<file path="src/include/ssom_defines.vh">
/*
 * Constants for the servo status output multiplexer: register offsets,
 * field positions, reset values, control mode codes and enable masks.
 * Assumes it is included by bare name from design and bench files.
 */
// Overview of operation
// - Second in-position judged complete drives output on.
// - Warning output A follows selected warning condition.
// - Warning output B follows its own independent selection.
// - Command-active output high while raw command nonzero.
// - Velocity-limit output high while clamped in velocity mode.
// - Alarm-clearable high only for present clearable alarm.
// - Outputs held off outside their related modes.
// - Network warning flag set by any warning.
// - Network reports command-active as its own flag.
// - No network flags for other three outputs.
`ifndef SSOM_DEFINES_VH
`define SSOM_DEFINES_VH

// Register offsets on the plain register port.
`define SSOM_ADDR_W          4
`define SSOM_REG_SELECT      4'h0
`define SSOM_REG_MODE_EN     4'h1
`define SSOM_REG_STATUS      4'h2
`define SSOM_REG_IRQ_STAT    4'h3
`define SSOM_REG_IRQ_MASK    4'h4

// Widths.
`define SSOM_WARN_W          16
`define SSOM_SEL_W           4
`define SSOM_CMD_W           32
`define SSOM_DATA_W          32
`define SSOM_MODE_W          2
`define SSOM_EV_W            6

// Control mode codes: position, velocity, torque.
`define SSOM_MODE_POS        2'h0
`define SSOM_MODE_VEL        2'h1
`define SSOM_MODE_TRQ        2'h2

// Field positions of the select register.
`define SSOM_SEL_A_LSB       0
`define SSOM_SEL_B_LSB       4

// Per-output mode enable masks, one bit per mode (bit0 pos, bit1 vel, bit2 trq).
`define SSOM_EN_W            3
`define SSOM_EN_IN_POSITION_SECOND_LSB     0
`define SSOM_EN_WARNA_LSB    3
`define SSOM_EN_WARNB_LSB    6
`define SSOM_EN_PCMD_LSB     9
`define SSOM_EN_VLIM_LSB     12
`define SSOM_EN_ALMC_LSB     15
`define SSOM_MODE_EN_W       18
`define SSOM_MODE_EN_RST     18'h3_ffff
`define SSOM_EN_ALL_MODES    3'h7
`define SSOM_EN_VEL_ONLY     3'h2

// Reset values.
`define SSOM_SEL_RST         8'h10
`define SSOM_MASK_RST        6'h00

// Status and event bit positions.
`define SSOM_BIT_IN_POSITION_SECOND        0
`define SSOM_BIT_WARNA       1
`define SSOM_BIT_WARNB       2
`define SSOM_BIT_PCMD        3
`define SSOM_BIT_VLIM        4
`define SSOM_BIT_ALMC        5

`endif

</file>
<file path="src/hdl/ssom_status_mux.v">
/*
 * Servo status output multiplexer. Builds the discrete connector outputs
 * and the network response flags from internal drive state, with a small
 * register port for selects, mode masks, status and interrupts.
 * Assumes all inputs are synchronous to ref_clk_i and a single clock.
 */
`timescale 1ns/1ps
`default_nettype none
`include "ssom_defines.vh"

module ssom_status_mux (
    // Clock and reset.
    input  wire                      ref_clk_i,
    input  wire                      rst_i,
    // Register port.
    input  wire [`SSOM_ADDR_W-1:0]   reg_addr_i,
    input  wire [`SSOM_DATA_W-1:0]   reg_wdata_i,
    input  wire                      reg_wr_i,
    input  wire                      reg_rd_i,
    output reg  [`SSOM_DATA_W-1:0]   reg_rdata_o,
    // Internal drive state.
    input  wire [`SSOM_MODE_W-1:0]   ctrl_mode_i,
    input  wire                      in_pos_second_done_i,
    input  wire [`SSOM_WARN_W-1:0]   warn_vec_i,
    input  wire [`SSOM_CMD_W-1:0]    pos_cmd_raw_i,
    input  wire                      vel_clamped_i,
    input  wire                      alarm_present_i,
    input  wire                      alarm_clearable_type_i,
    // Connector outputs, one means transistor on.
    output reg                       in_position_second_o,
    output reg                       warning_out_a_o,
    output reg                       warning_out_b_o,
    output reg                       pos_cmd_active_o,
    output reg                       vel_limit_active_o,
    output reg                       alarm_clearable_o,
    // Network response flags.
    output reg                       net_warning_flag_o,
    output reg                       net_in_progress_flag_o,
    // Interrupt.
    output reg                       irq_o
);

    // Warning select fields, A in low nibble, B in high nibble.
    reg  [2*`SSOM_SEL_W-1:0]    sel_q;
    // Per-output mode enable masks.
    reg  [`SSOM_MODE_EN_W-1:0]  mode_en_q;
    // Sticky event bits and their mask.
    reg  [`SSOM_EV_W-1:0]       irq_stat_q;
    reg  [`SSOM_EV_W-1:0]       irq_mask_q;
    // Previous output vector for rising-edge events.
    reg  [`SSOM_EV_W-1:0]       out_prev_q;

    // Next values of the output bits.
    reg  [`SSOM_EV_W-1:0]       out_d;
    reg  [`SSOM_EV_W-1:0]       irq_stat_d;
    wire [`SSOM_EV_W-1:0]       rise_w;
    wire [`SSOM_SEL_W-1:0]      sel_a_w;
    wire [`SSOM_SEL_W-1:0]      sel_b_w;

    assign sel_a_w = sel_q[`SSOM_SEL_A_LSB +: `SSOM_SEL_W];
    assign sel_b_w = sel_q[`SSOM_SEL_B_LSB +: `SSOM_SEL_W];

    // Tests whether the present mode is in a three-bit mode mask.
    function mode_ok;
        input [`SSOM_EN_W-1:0]   mask;
        input [`SSOM_MODE_W-1:0] mode;
        begin
            case (mode)
                `SSOM_MODE_POS: mode_ok = mask[0];
                `SSOM_MODE_VEL: mode_ok = mask[1];
                `SSOM_MODE_TRQ: mode_ok = mask[2];
                default:        mode_ok = 1'b0;
            endcase
        end
    endfunction

    // Picks one warning condition from the warning vector.
    function warn_pick;
        input [`SSOM_WARN_W-1:0] vec;
        input [`SSOM_SEL_W-1:0]  sel;
        begin
            warn_pick = vec[sel];
        end
    endfunction

    // Output conditions, each gated by its mode mask.
    always @* begin
        out_d[`SSOM_BIT_IN_POSITION_SECOND]  = in_pos_second_done_i &&
            mode_ok(mode_en_q[`SSOM_EN_IN_POSITION_SECOND_LSB +: `SSOM_EN_W], ctrl_mode_i);
        out_d[`SSOM_BIT_WARNA] = warn_pick(warn_vec_i, sel_a_w) &&
            mode_ok(mode_en_q[`SSOM_EN_WARNA_LSB +: `SSOM_EN_W], ctrl_mode_i);
        out_d[`SSOM_BIT_WARNB] = warn_pick(warn_vec_i, sel_b_w) &&
            mode_ok(mode_en_q[`SSOM_EN_WARNB_LSB +: `SSOM_EN_W], ctrl_mode_i);
        out_d[`SSOM_BIT_PCMD]  = (pos_cmd_raw_i != {`SSOM_CMD_W{1'b0}}) &&
            mode_ok(mode_en_q[`SSOM_EN_PCMD_LSB +: `SSOM_EN_W], ctrl_mode_i);
        // Velocity clamping only counts under velocity control.
        out_d[`SSOM_BIT_VLIM]  = vel_clamped_i &&
            (ctrl_mode_i == `SSOM_MODE_VEL) &&
            mode_ok(mode_en_q[`SSOM_EN_VLIM_LSB +: `SSOM_EN_W], ctrl_mode_i);
        out_d[`SSOM_BIT_ALMC]  = alarm_present_i && alarm_clearable_type_i &&
            mode_ok(mode_en_q[`SSOM_EN_ALMC_LSB +: `SSOM_EN_W], ctrl_mode_i);
    end

    // An event is a rising edge of any output bit.
    assign rise_w = out_d & ~out_prev_q;

    // Sticky status: write one clears, a new event in the same cycle wins.
    always @* begin
        irq_stat_d = irq_stat_q;
        if (reg_wr_i && (reg_addr_i == `SSOM_REG_IRQ_STAT)) begin
            irq_stat_d = irq_stat_d & ~reg_wdata_i[`SSOM_EV_W-1:0];
        end
        irq_stat_d = irq_stat_d | rise_w;
    end

    // Registered outputs, one bit each, one drives the transistor on.
    always @(posedge ref_clk_i) begin
        if (rst_i) begin
            in_position_second_o   <= 1'b0;
            warning_out_a_o        <= 1'b0;
            warning_out_b_o        <= 1'b0;
            pos_cmd_active_o       <= 1'b0;
            vel_limit_active_o     <= 1'b0;
            alarm_clearable_o      <= 1'b0;
            net_warning_flag_o     <= 1'b0;
            net_in_progress_flag_o <= 1'b0;
            out_prev_q             <= {`SSOM_EV_W{1'b0}};
        end else begin
            in_position_second_o   <= out_d[`SSOM_BIT_IN_POSITION_SECOND];
            warning_out_a_o        <= out_d[`SSOM_BIT_WARNA];
            warning_out_b_o        <= out_d[`SSOM_BIT_WARNB];
            pos_cmd_active_o       <= out_d[`SSOM_BIT_PCMD];
            vel_limit_active_o     <= out_d[`SSOM_BIT_VLIM];
            alarm_clearable_o      <= out_d[`SSOM_BIT_ALMC];
            // Any warning at all raises the network flag, no select or mode.
            net_warning_flag_o     <= |warn_vec_i;
            // Network flag for a nonzero command, not gated by the pin mask.
            net_in_progress_flag_o <= (pos_cmd_raw_i != {`SSOM_CMD_W{1'b0}});
            out_prev_q             <= out_d;
        end
    end

    // Register writes and interrupt state.
    always @(posedge ref_clk_i) begin
        if (rst_i) begin
            sel_q      <= `SSOM_SEL_RST;
            mode_en_q  <= `SSOM_MODE_EN_RST;
            irq_mask_q <= `SSOM_MASK_RST;
            irq_stat_q <= {`SSOM_EV_W{1'b0}};
            irq_o      <= 1'b0;
        end else begin
            irq_stat_q <= irq_stat_d;
            irq_o      <= |(irq_stat_d & irq_mask_q);
            if (reg_wr_i) begin
                case (reg_addr_i)
                    `SSOM_REG_SELECT: begin
                        sel_q <= reg_wdata_i[2*`SSOM_SEL_W-1:0];
                    end
                    `SSOM_REG_MODE_EN: begin
                        mode_en_q <= reg_wdata_i[`SSOM_MODE_EN_W-1:0];
                    end
                    `SSOM_REG_IRQ_MASK: begin
                        irq_mask_q <= reg_wdata_i[`SSOM_EV_W-1:0];
                    end
                    default: begin
                        sel_q <= sel_q;
                    end
                endcase
            end
        end
    end

    // Read data stands one cycle after the read strobe, zero otherwise.
    always @(posedge ref_clk_i) begin
        if (rst_i) begin
            reg_rdata_o <= {`SSOM_DATA_W{1'b0}};
        end else if (reg_rd_i) begin
            case (reg_addr_i)
                `SSOM_REG_SELECT:
                    reg_rdata_o <= {{(`SSOM_DATA_W-2*`SSOM_SEL_W){1'b0}}, sel_q};
                `SSOM_REG_MODE_EN:
                    reg_rdata_o <= {{(`SSOM_DATA_W-`SSOM_MODE_EN_W){1'b0}}, mode_en_q};
                `SSOM_REG_STATUS:
                    reg_rdata_o <= {{(`SSOM_DATA_W-`SSOM_EV_W){1'b0}}, out_prev_q};
                `SSOM_REG_IRQ_STAT:
                    reg_rdata_o <= {{(`SSOM_DATA_W-`SSOM_EV_W){1'b0}}, irq_stat_q};
                `SSOM_REG_IRQ_MASK:
                    reg_rdata_o <= {{(`SSOM_DATA_W-`SSOM_EV_W){1'b0}}, irq_mask_q};
                default:
                    reg_rdata_o <= {`SSOM_DATA_W{1'b0}};
            endcase
        end else begin
            reg_rdata_o <= {`SSOM_DATA_W{1'b0}};
        end
    end

endmodule
`default_nettype wire

</file>
<file path="config.mk">
export PLATFORM = sky130hd
export DESIGN_NAME = ssom_status_mux
export DESIGN_NICKNAME = d
export VERILOG_FILES = /design/src/hdl/ssom_status_mux.v
export VERILOG_INCLUDE_DIRS = /design/src /design/src/include
export SDC_FILE = /design/constraint.sdc
export NUM_CORES = 1
export LEC_CHECK = 0
export BUFFER_PORTS_ARGS = -buffer_cell sky130_fd_sc_hd__buf_2
export CORE_MARGIN = 2
export CORE_UTILIZATION = 35
export CTS_CLUSTER_DIAMETER = 50
export DETAILED_ROUTE_END_ITERATION = 16
export PLACE_DENSITY = 0.71
export SLEW_MARGIN = 20
export SYNTH_ARGS = -nofsm -noshare
export SYNTH_HDL_FRONTEND = slang
export SYNTH_SLANG_ARGS = --single-unit
</file>
<file path="constraint.sdc">
create_clock -name ref_clk_i -period 2.8 [get_ports ref_clk_i]
set_input_delay 0.56 -clock ref_clk_i [delete_from_list [all_inputs] [get_ports ref_clk_i]]
set_output_delay 0.56 -clock ref_clk_i [all_outputs]
set_load 0.02 [all_outputs]
</file>
==> flow_summary.yaml, run 1 <==
critical_path:
  end_kind: "flop"
  worst-path-max-fanout: 6
  r2r-start: "sel_q[2]$_SDFFE_PP0P_"
  cp_cell_sequence: "mux4_1 -> mux4_2 -> nor3b_1 -> a32o_1 -> a22oi_1 -> o211ai_1"
  crit_required_ns: 3.01
  cp_num_buf_inv: 0
  start_kind: "flop"
  reg2reg_slack_ns: 0.38
  rr_worst_depth: 6
  slowest_stage: "mux4_1"
  slowest_delay_ns: 0.61
  critPathTopFamily: "multiplexers"
  crit_type: "flop to flop"
  arrival_ns: 2.63
  r2r-end: "irq_o$_SDFF_PP0_"
timing:
  slew_headroom_pct: 56.9
  hold_viol: 0
  rsz0062_at_grt: "false"
  fmax_mhz: 413
  skew_ns: 0.00725
  report.final.slew_viol_count: 0
  finalSetupViolCount: 0
  tightest_slew_ns: 0.644
  whs_ns: 0.422
  fin_tns_setup_ns: 0
  fin_crit_ns: 2.42
  fin_crit_sh_pct: 86.5
synthesis:
  yosys.cell_types.count: 36
  syn_inst: 314
  ys_ff_latch: 65
  yosysWarnings: 0
  synthesis.area_um2: 2870
  syn_area_per_cell_um2: 9.15
  synth-seq-area-share_pct: 45.3
  synth_async_sr_flop_share_pct: 0
  ys.flop_type: "dfxtp_1"
  synth_edf_count: 0
die:
  io_pins: 135
  start_util_pct: 35.5
  die-height_um: 94.6
  dieWidth_um: 94.6
  num_rows: 33
  core_area_um2: 8090
  die_area_um2: 8950
global_route:
  grt_pass1_wl_um: 13000
  grt_overflow: 0
  antenna_found_initial: 1
  grt_max_degree: 25
  first_global_vias: 2628
  track_usage_pct: 19.2
clock_tree:
  cts_buffers: 9
  cts_tree: "done"
  cts_resized: 0
  insertion_delay_ns: 0.34
  holdBufCountCts: 0
  post_cts_buffers: 0
  clkTransAtPathRegs_ns: 0.08
  clock_sinks: 65
  htreeDepth: 3
  clockBufferDepth: 2
  ctsRootBufferMaster: "clkbuf_8"
finish:
  stdcell_count: 532
  final_common_cell: "buf_2"
  final_cell_mix: "buf_2, dfxtp_1, nand2_1"
  nets: 515
  fillers: 803
  syn_to_final_growth_pct: 29.4
  final_layout_size_suffix_gt1_share_pct: 32.9
  fin_util_pct: 45.9
worst_hold_path:
  min_from: "reg_wdata_i[8]"
  min_path_cells: 3
  holdPathEnd: "mode_en_q[8]$_SDFFE_PP1P_"
  min_path_type: "input port to flop"
placement:
  io_buffer_count: 106
  dp.cells: 515
  hpwl_um: 6130
  gp_congestion: 0.852
routing:
  drc: 0
  route.met2.wl_um: 4080
  drt-met1-wl_um: 3380
  ant_nets: 0
  wl_um: 8390
  routed.top_layer: "met4"
  first_iter_violations: 329
  dr_wl_met3_um: 757
  wl_per_cell_um: 15.8
  vias: 2856
  viasPerCell: 5.37
  drtPass1Iterations: 7
power_and_ir_drop:
  finalPower_mw: 2.16
  pwr-share-comb_pct: 10.2
  max-vdd-ir-drop_mv: 0.203
  cellPowerDensity_nw_per_um2: 582
  switching_share_pct: 23.4
  intPower_mw: 1.66
  p_leak_nw: 1.63
  p_switching_mw: 0.507
  p_seq_share_pct: 44.6
  power_frac_clock_pct: 45.2
flow_run:
  cap_viol_max_count: 0
outcome:
  status: "complete, no violations"
-- synthesized netlist by cell type (5+ instances only) --
cell,instances,area [um2]
nand2_1,57,214
a22oi_1,11,82.6
mux2i_1,5,50.1
and2_1,14,87.6
buf_4,14,105
a21oi_1,21,105
clkbuf_1,14,52.6
nor2_1,8,30.0
dfxtp_1,65,1300
nor4_1,13,81.3
nand3_1,40,200
a222oi_1,6,60.1
mux4_2,6,135
-- metrics by stage --
step	setup slack (ns)	instance area [um2]
2_1_floorplan	0.573	2920
3_3_place_gp	0.322	3470
3_5_place_dp	0.287	3470
4_1_cts	0.384	3710
5_1_grt	0.297	3720
6_report	0.377	3720
-- power by group through the flow --
stage	Sequential, mW	Clock (mW)	Combinational (mW)
2_1_floorplan	0.992	0	0.118
5_1_grt	0.968	1.03	0.240
3_3_place_gp	0.986	0	0.214
4_1_cts	0.965	0.990	0.220
6_report	0.966	0.978	0.221
3_5_place_dp	0.987	0	0.218
-- worst max-delay path by stage --
stage                          startpoint          endpoint  slack (ns)  depth (start not counted)
floorplan                   warn_vec_i[7]  irq_o$_SDFF_PP0_        0.57                          6
global placement            warn_vec_i[4]  irq_o$_SDFF_PP0_        0.32                          7
detailed placement          warn_vec_i[6]  irq_o$_SDFF_PP0_        0.29                          7
CTS                 sel_q[2]$_SDFFE_PP0P_  irq_o$_SDFF_PP0_        0.38                          6
global route        sel_q[2]$_SDFFE_PP0P_  irq_o$_SDFF_PP0_        0.30                          6
finish              sel_q[2]$_SDFFE_PP0P_  irq_o$_SDFF_PP0_        0.38                          6
-- registers in the layout, indices dropped and copies added, names as in the netlist --
signal,cells
mode_en_q,18
reg_rdata_o,18
sel_q,8
irq_mask_q,6
irq_stat_q,6
out_prev_q,5
alarm_clearable_o,1
irq_o,1
net_in_progress_flag_o,1
net_warning_flag_o,1
-- worst min-delay path, stage by stage --
cell	delay (ns)
buf_2	0.07
nand2_1	0.04
nand3_1	0.06
-- metal layers --
layer  vias to the layer above  global-route usage, %
li1                       1341                      -
met1                      1326                   23.8
met2                       173                   32.0
met3                        16                   3.67
met4                         0                   9.78
met5                         -                      0
-- cell type report --
cell class	count	area [um2]	area share, %
multi-input combinational	226	1430	38.4
timing repair buffer	114	591	15.9
tap	105	131	3.53
inverter	5	18.8	0.505
clock inverter	5	103	2.76
antenna	1	2.50	0.0673
sequential	65	1300	35.0
clock buffer	11	141	3.80
-- cell families after synthesis --
| kind of cell | synth area share, % |
|---|---|
| other cells | 0.131 |
| simple gates | 25.2 |
| flops | 45.3 |
| buf+inv | 7.10 |
| mux | 10.1 |
| compound gates | 12.2 |
No activity file was read; power rests on OpenSTA's default activity.
==> run 2, diff against run 1 <==
--- a/config.mk
+++ b/config.mk
@@ -8,9 +8,11 @@
 export LEC_CHECK = 0
 export BUFFER_PORTS_ARGS = -buffer_cell sky130_fd_sc_hd__buf_2
+export CELL_PAD_IN_SITES_DETAIL_PLACEMENT = 0
+export CELL_PAD_IN_SITES_GLOBAL_PLACEMENT = 1
 export CORE_MARGIN = 2
-export CORE_UTILIZATION = 35
+export CORE_UTILIZATION = 33
 export CTS_CLUSTER_DIAMETER = 50
 export DETAILED_ROUTE_END_ITERATION = 16
-export PLACE_DENSITY = 0.71
+export PLACE_DENSITY = 0.87
 export SLEW_MARGIN = 20
 export SYNTH_ARGS = -nofsm -noshare
==> constraint.sdc (replaced) <==
create_clock -name ref_clk_i -period 2.8 [get_ports ref_clk_i]
set_input_delay 0.7 -clock ref_clk_i [delete_from_list [all_inputs] [get_ports ref_clk_i]]
set_output_delay 0.7 -clock ref_clk_i [all_outputs]
set_load 0.02 [all_outputs]
==> flow_summary.yaml, run 2 (synthesized netlist as in run 1, its figures left out) <==
global_route:
  grt_pass1_wl_um: 13500
  first_global_vias: 2716
  grt_overflow: 0
  grt_max_degree: 25
  track_usage_pct: 17.9
  antenna_found_initial: 0
timing:
  whs_ns: 0.458
  report.final.slew_viol_count: 0
  fin_crit_sh_pct: 85.3
  skew_ns: 0.0118
  tightest_slew_ns: 0.667
  slew_headroom_pct: 55.4
  fin_crit_ns: 2.39
  setup_slack_ns: 0.410
  fmax_mhz: 418
  fin_tns_setup_ns: 0
  finalSetupViolCount: 0
  hold_viol: 0
  rsz0062_at_grt: "false"
routing:
  ant_nets: 0
  wl_um: 8560
  wl_per_cell_um: 16.0
  viasPerCell: 5.31
  drc: 0
  vias: 2836
  first_iter_violations: 212
  drtPass1Iterations: 6
clock_tree:
  cts_tree: "done"
  clkTransAtPathRegs_ns: 0.07
  ctsRootBufferMaster: "clkbuf_8"
  htreeDepth: 3
  post_cts_buffers: 0
  holdBufCountCts: 0
  insertion_delay_ns: 0.34
  clock_sinks: 65
  cts_resized: 0
  cts_buffers: 9
  clockBufferDepth: 2
placement:
  io_buffer_count: 106
  gp_congestion: 0.824
  dp.cells: 518
  place_ws_ns: 0.156
  hpwl_um: 6210
critical_path:
  r2r-end: "irq_o$_SDFF_PP0_"
  worst-path-max-fanout: 6
  end_kind: "flop"
  reg2reg_slack_ns: 0.41
  rr_worst_depth: 6
  arrival_ns: 2.59
  start_kind: "flop"
  r2r-start: "sel_q[2]$_SDFFE_PP0P_"
  crit_required_ns: 3.00
  crit_type: "flop to flop"
die:
  start_util_pct: 33.4
  io_pins: 135
  die_area_um2: 9470
  die-height_um: 97.3
  num_rows: 34
  dieWidth_um: 97.3
  core_area_um2: 8590
finish:
  top_regs: "mode_en_q x18, reg_rdata_o x18, sel_q x8"
  final_cell_mix: "buf_2, dfxtp_1, nand2_1"
  fillers: 900
  stdcell_count: 534
  nets: 515
  final_layout_size_suffix_gt1_share_pct: 32.6
  final_common_cell: "buf_2"
  syn_to_final_growth_pct: 27.0
  num_antenna_cells: 0
worst_hold_path:
  min_path_type: "flop to flop"
  min_from: "mode_en_q[12]$_SDFFE_PP1P_"
  min_path_cells: 1
  holdPathEnd: "reg_rdata_o[12]$_SDFF_PP0_"
power_and_ir_drop:
  p_leak_nw: 1.60
  p_seq_share_pct: 51.1
  max-vdd-ir-drop_mv: 0.180
  intPower_mw: 1.41
  p_switching_mw: 0.483
  cellPowerDensity_nw_per_um2: 518
  switching_share_pct: 25.5
  power_frac_clock_pct: 37.2
  finalPower_mw: 1.89
  pwr-share-comb_pct: 11.7
flow_run:
  cap_viol_max_count: 0
outcome:
  status: "complete, no violations"
-- run 2: cell types whose count changed in the layout (fill, tap and decap cells not counted) --
cell	change
diode_2	-1
clkbuf_8	+1
clkinv_2	+2
bufinv_16	-3
clkbuf_1	+1
clkinvlp_4	-1
-- run 2: per-stage QoR --
stage                     util (%)  cell area [um2]
after global routing          42.5             3650
final                         42.5             3650
after CTS                     42.5             3650
after floorplan                  -             2920
after detailed placement      40.4             3470
after global placement        40.4             3470
-- run 2: worst max path at each step --
stage                               start               end  slack [ns]  depth (start not counted)
floorplan                   warn_vec_i[7]  irq_o$_SDFF_PP0_        0.43                          6
global placement            warn_vec_i[7]  irq_o$_SDFF_PP0_        0.18                          7
detailed placement          warn_vec_i[7]  irq_o$_SDFF_PP0_        0.16                          7
CTS                 sel_q[2]$_SDFFE_PP0P_  irq_o$_SDFF_PP0_        0.40                          6
global route        sel_q[2]$_SDFFE_PP0P_  irq_o$_SDFF_PP0_        0.31                          6
finish              sel_q[2]$_SDFFE_PP0P_  irq_o$_SDFF_PP0_        0.41                          6
-- run 2: layout make-up --
class,instances,area (um2),area share (%)
clock buffer,13,159,4.36
clock inverter,3,15.0,0.412
inverter,5,18.8,0.514
multi-input combinational,226,1430,39.2
sequential,65,1300,35.7
tap,108,135,3.70
timing repair buffer,114,591,16.2
-- run 2: power by group through the flow --
| stage | Combinational (mW) | Clock, mW | Sequential (mW) |
|---|---|---|---|
| 2_1_floorplan | 0.118 | 0 | 0.992 |
| 3_3_place_gp | 0.216 | 0 | 0.986 |
| 3_5_place_dp | 0.220 | 0 | 0.987 |
| 4_1_cts | 0.221 | 0.718 | 0.966 |
| 5_1_grt | 0.241 | 0.760 | 0.968 |
| 6_report | 0.222 | 0.703 | 0.967 |
-- run 2: routing by layer --
metal | GRT usage (%) | part of all wire (%) | vias to the layer above
li1 | - | - | 1338
met1 | 22.6 | 41 | 1329
met2 | 30.1 | 50 | 160
met3 | 3.96 | 7.8 | 9
met4 | 6.62 | 1.2 | 0
met5 | 0 | 0 | -
-- run 2: critical path: stages, from the launching register on --
cell and delay (ns):
dfxtp_1 0.48, mux4_1 0.58, mux4_2 0.47, nor3b_1 0.18
a32o_1 0.24, a22oi_1 0.18, o211ai_1 0.12
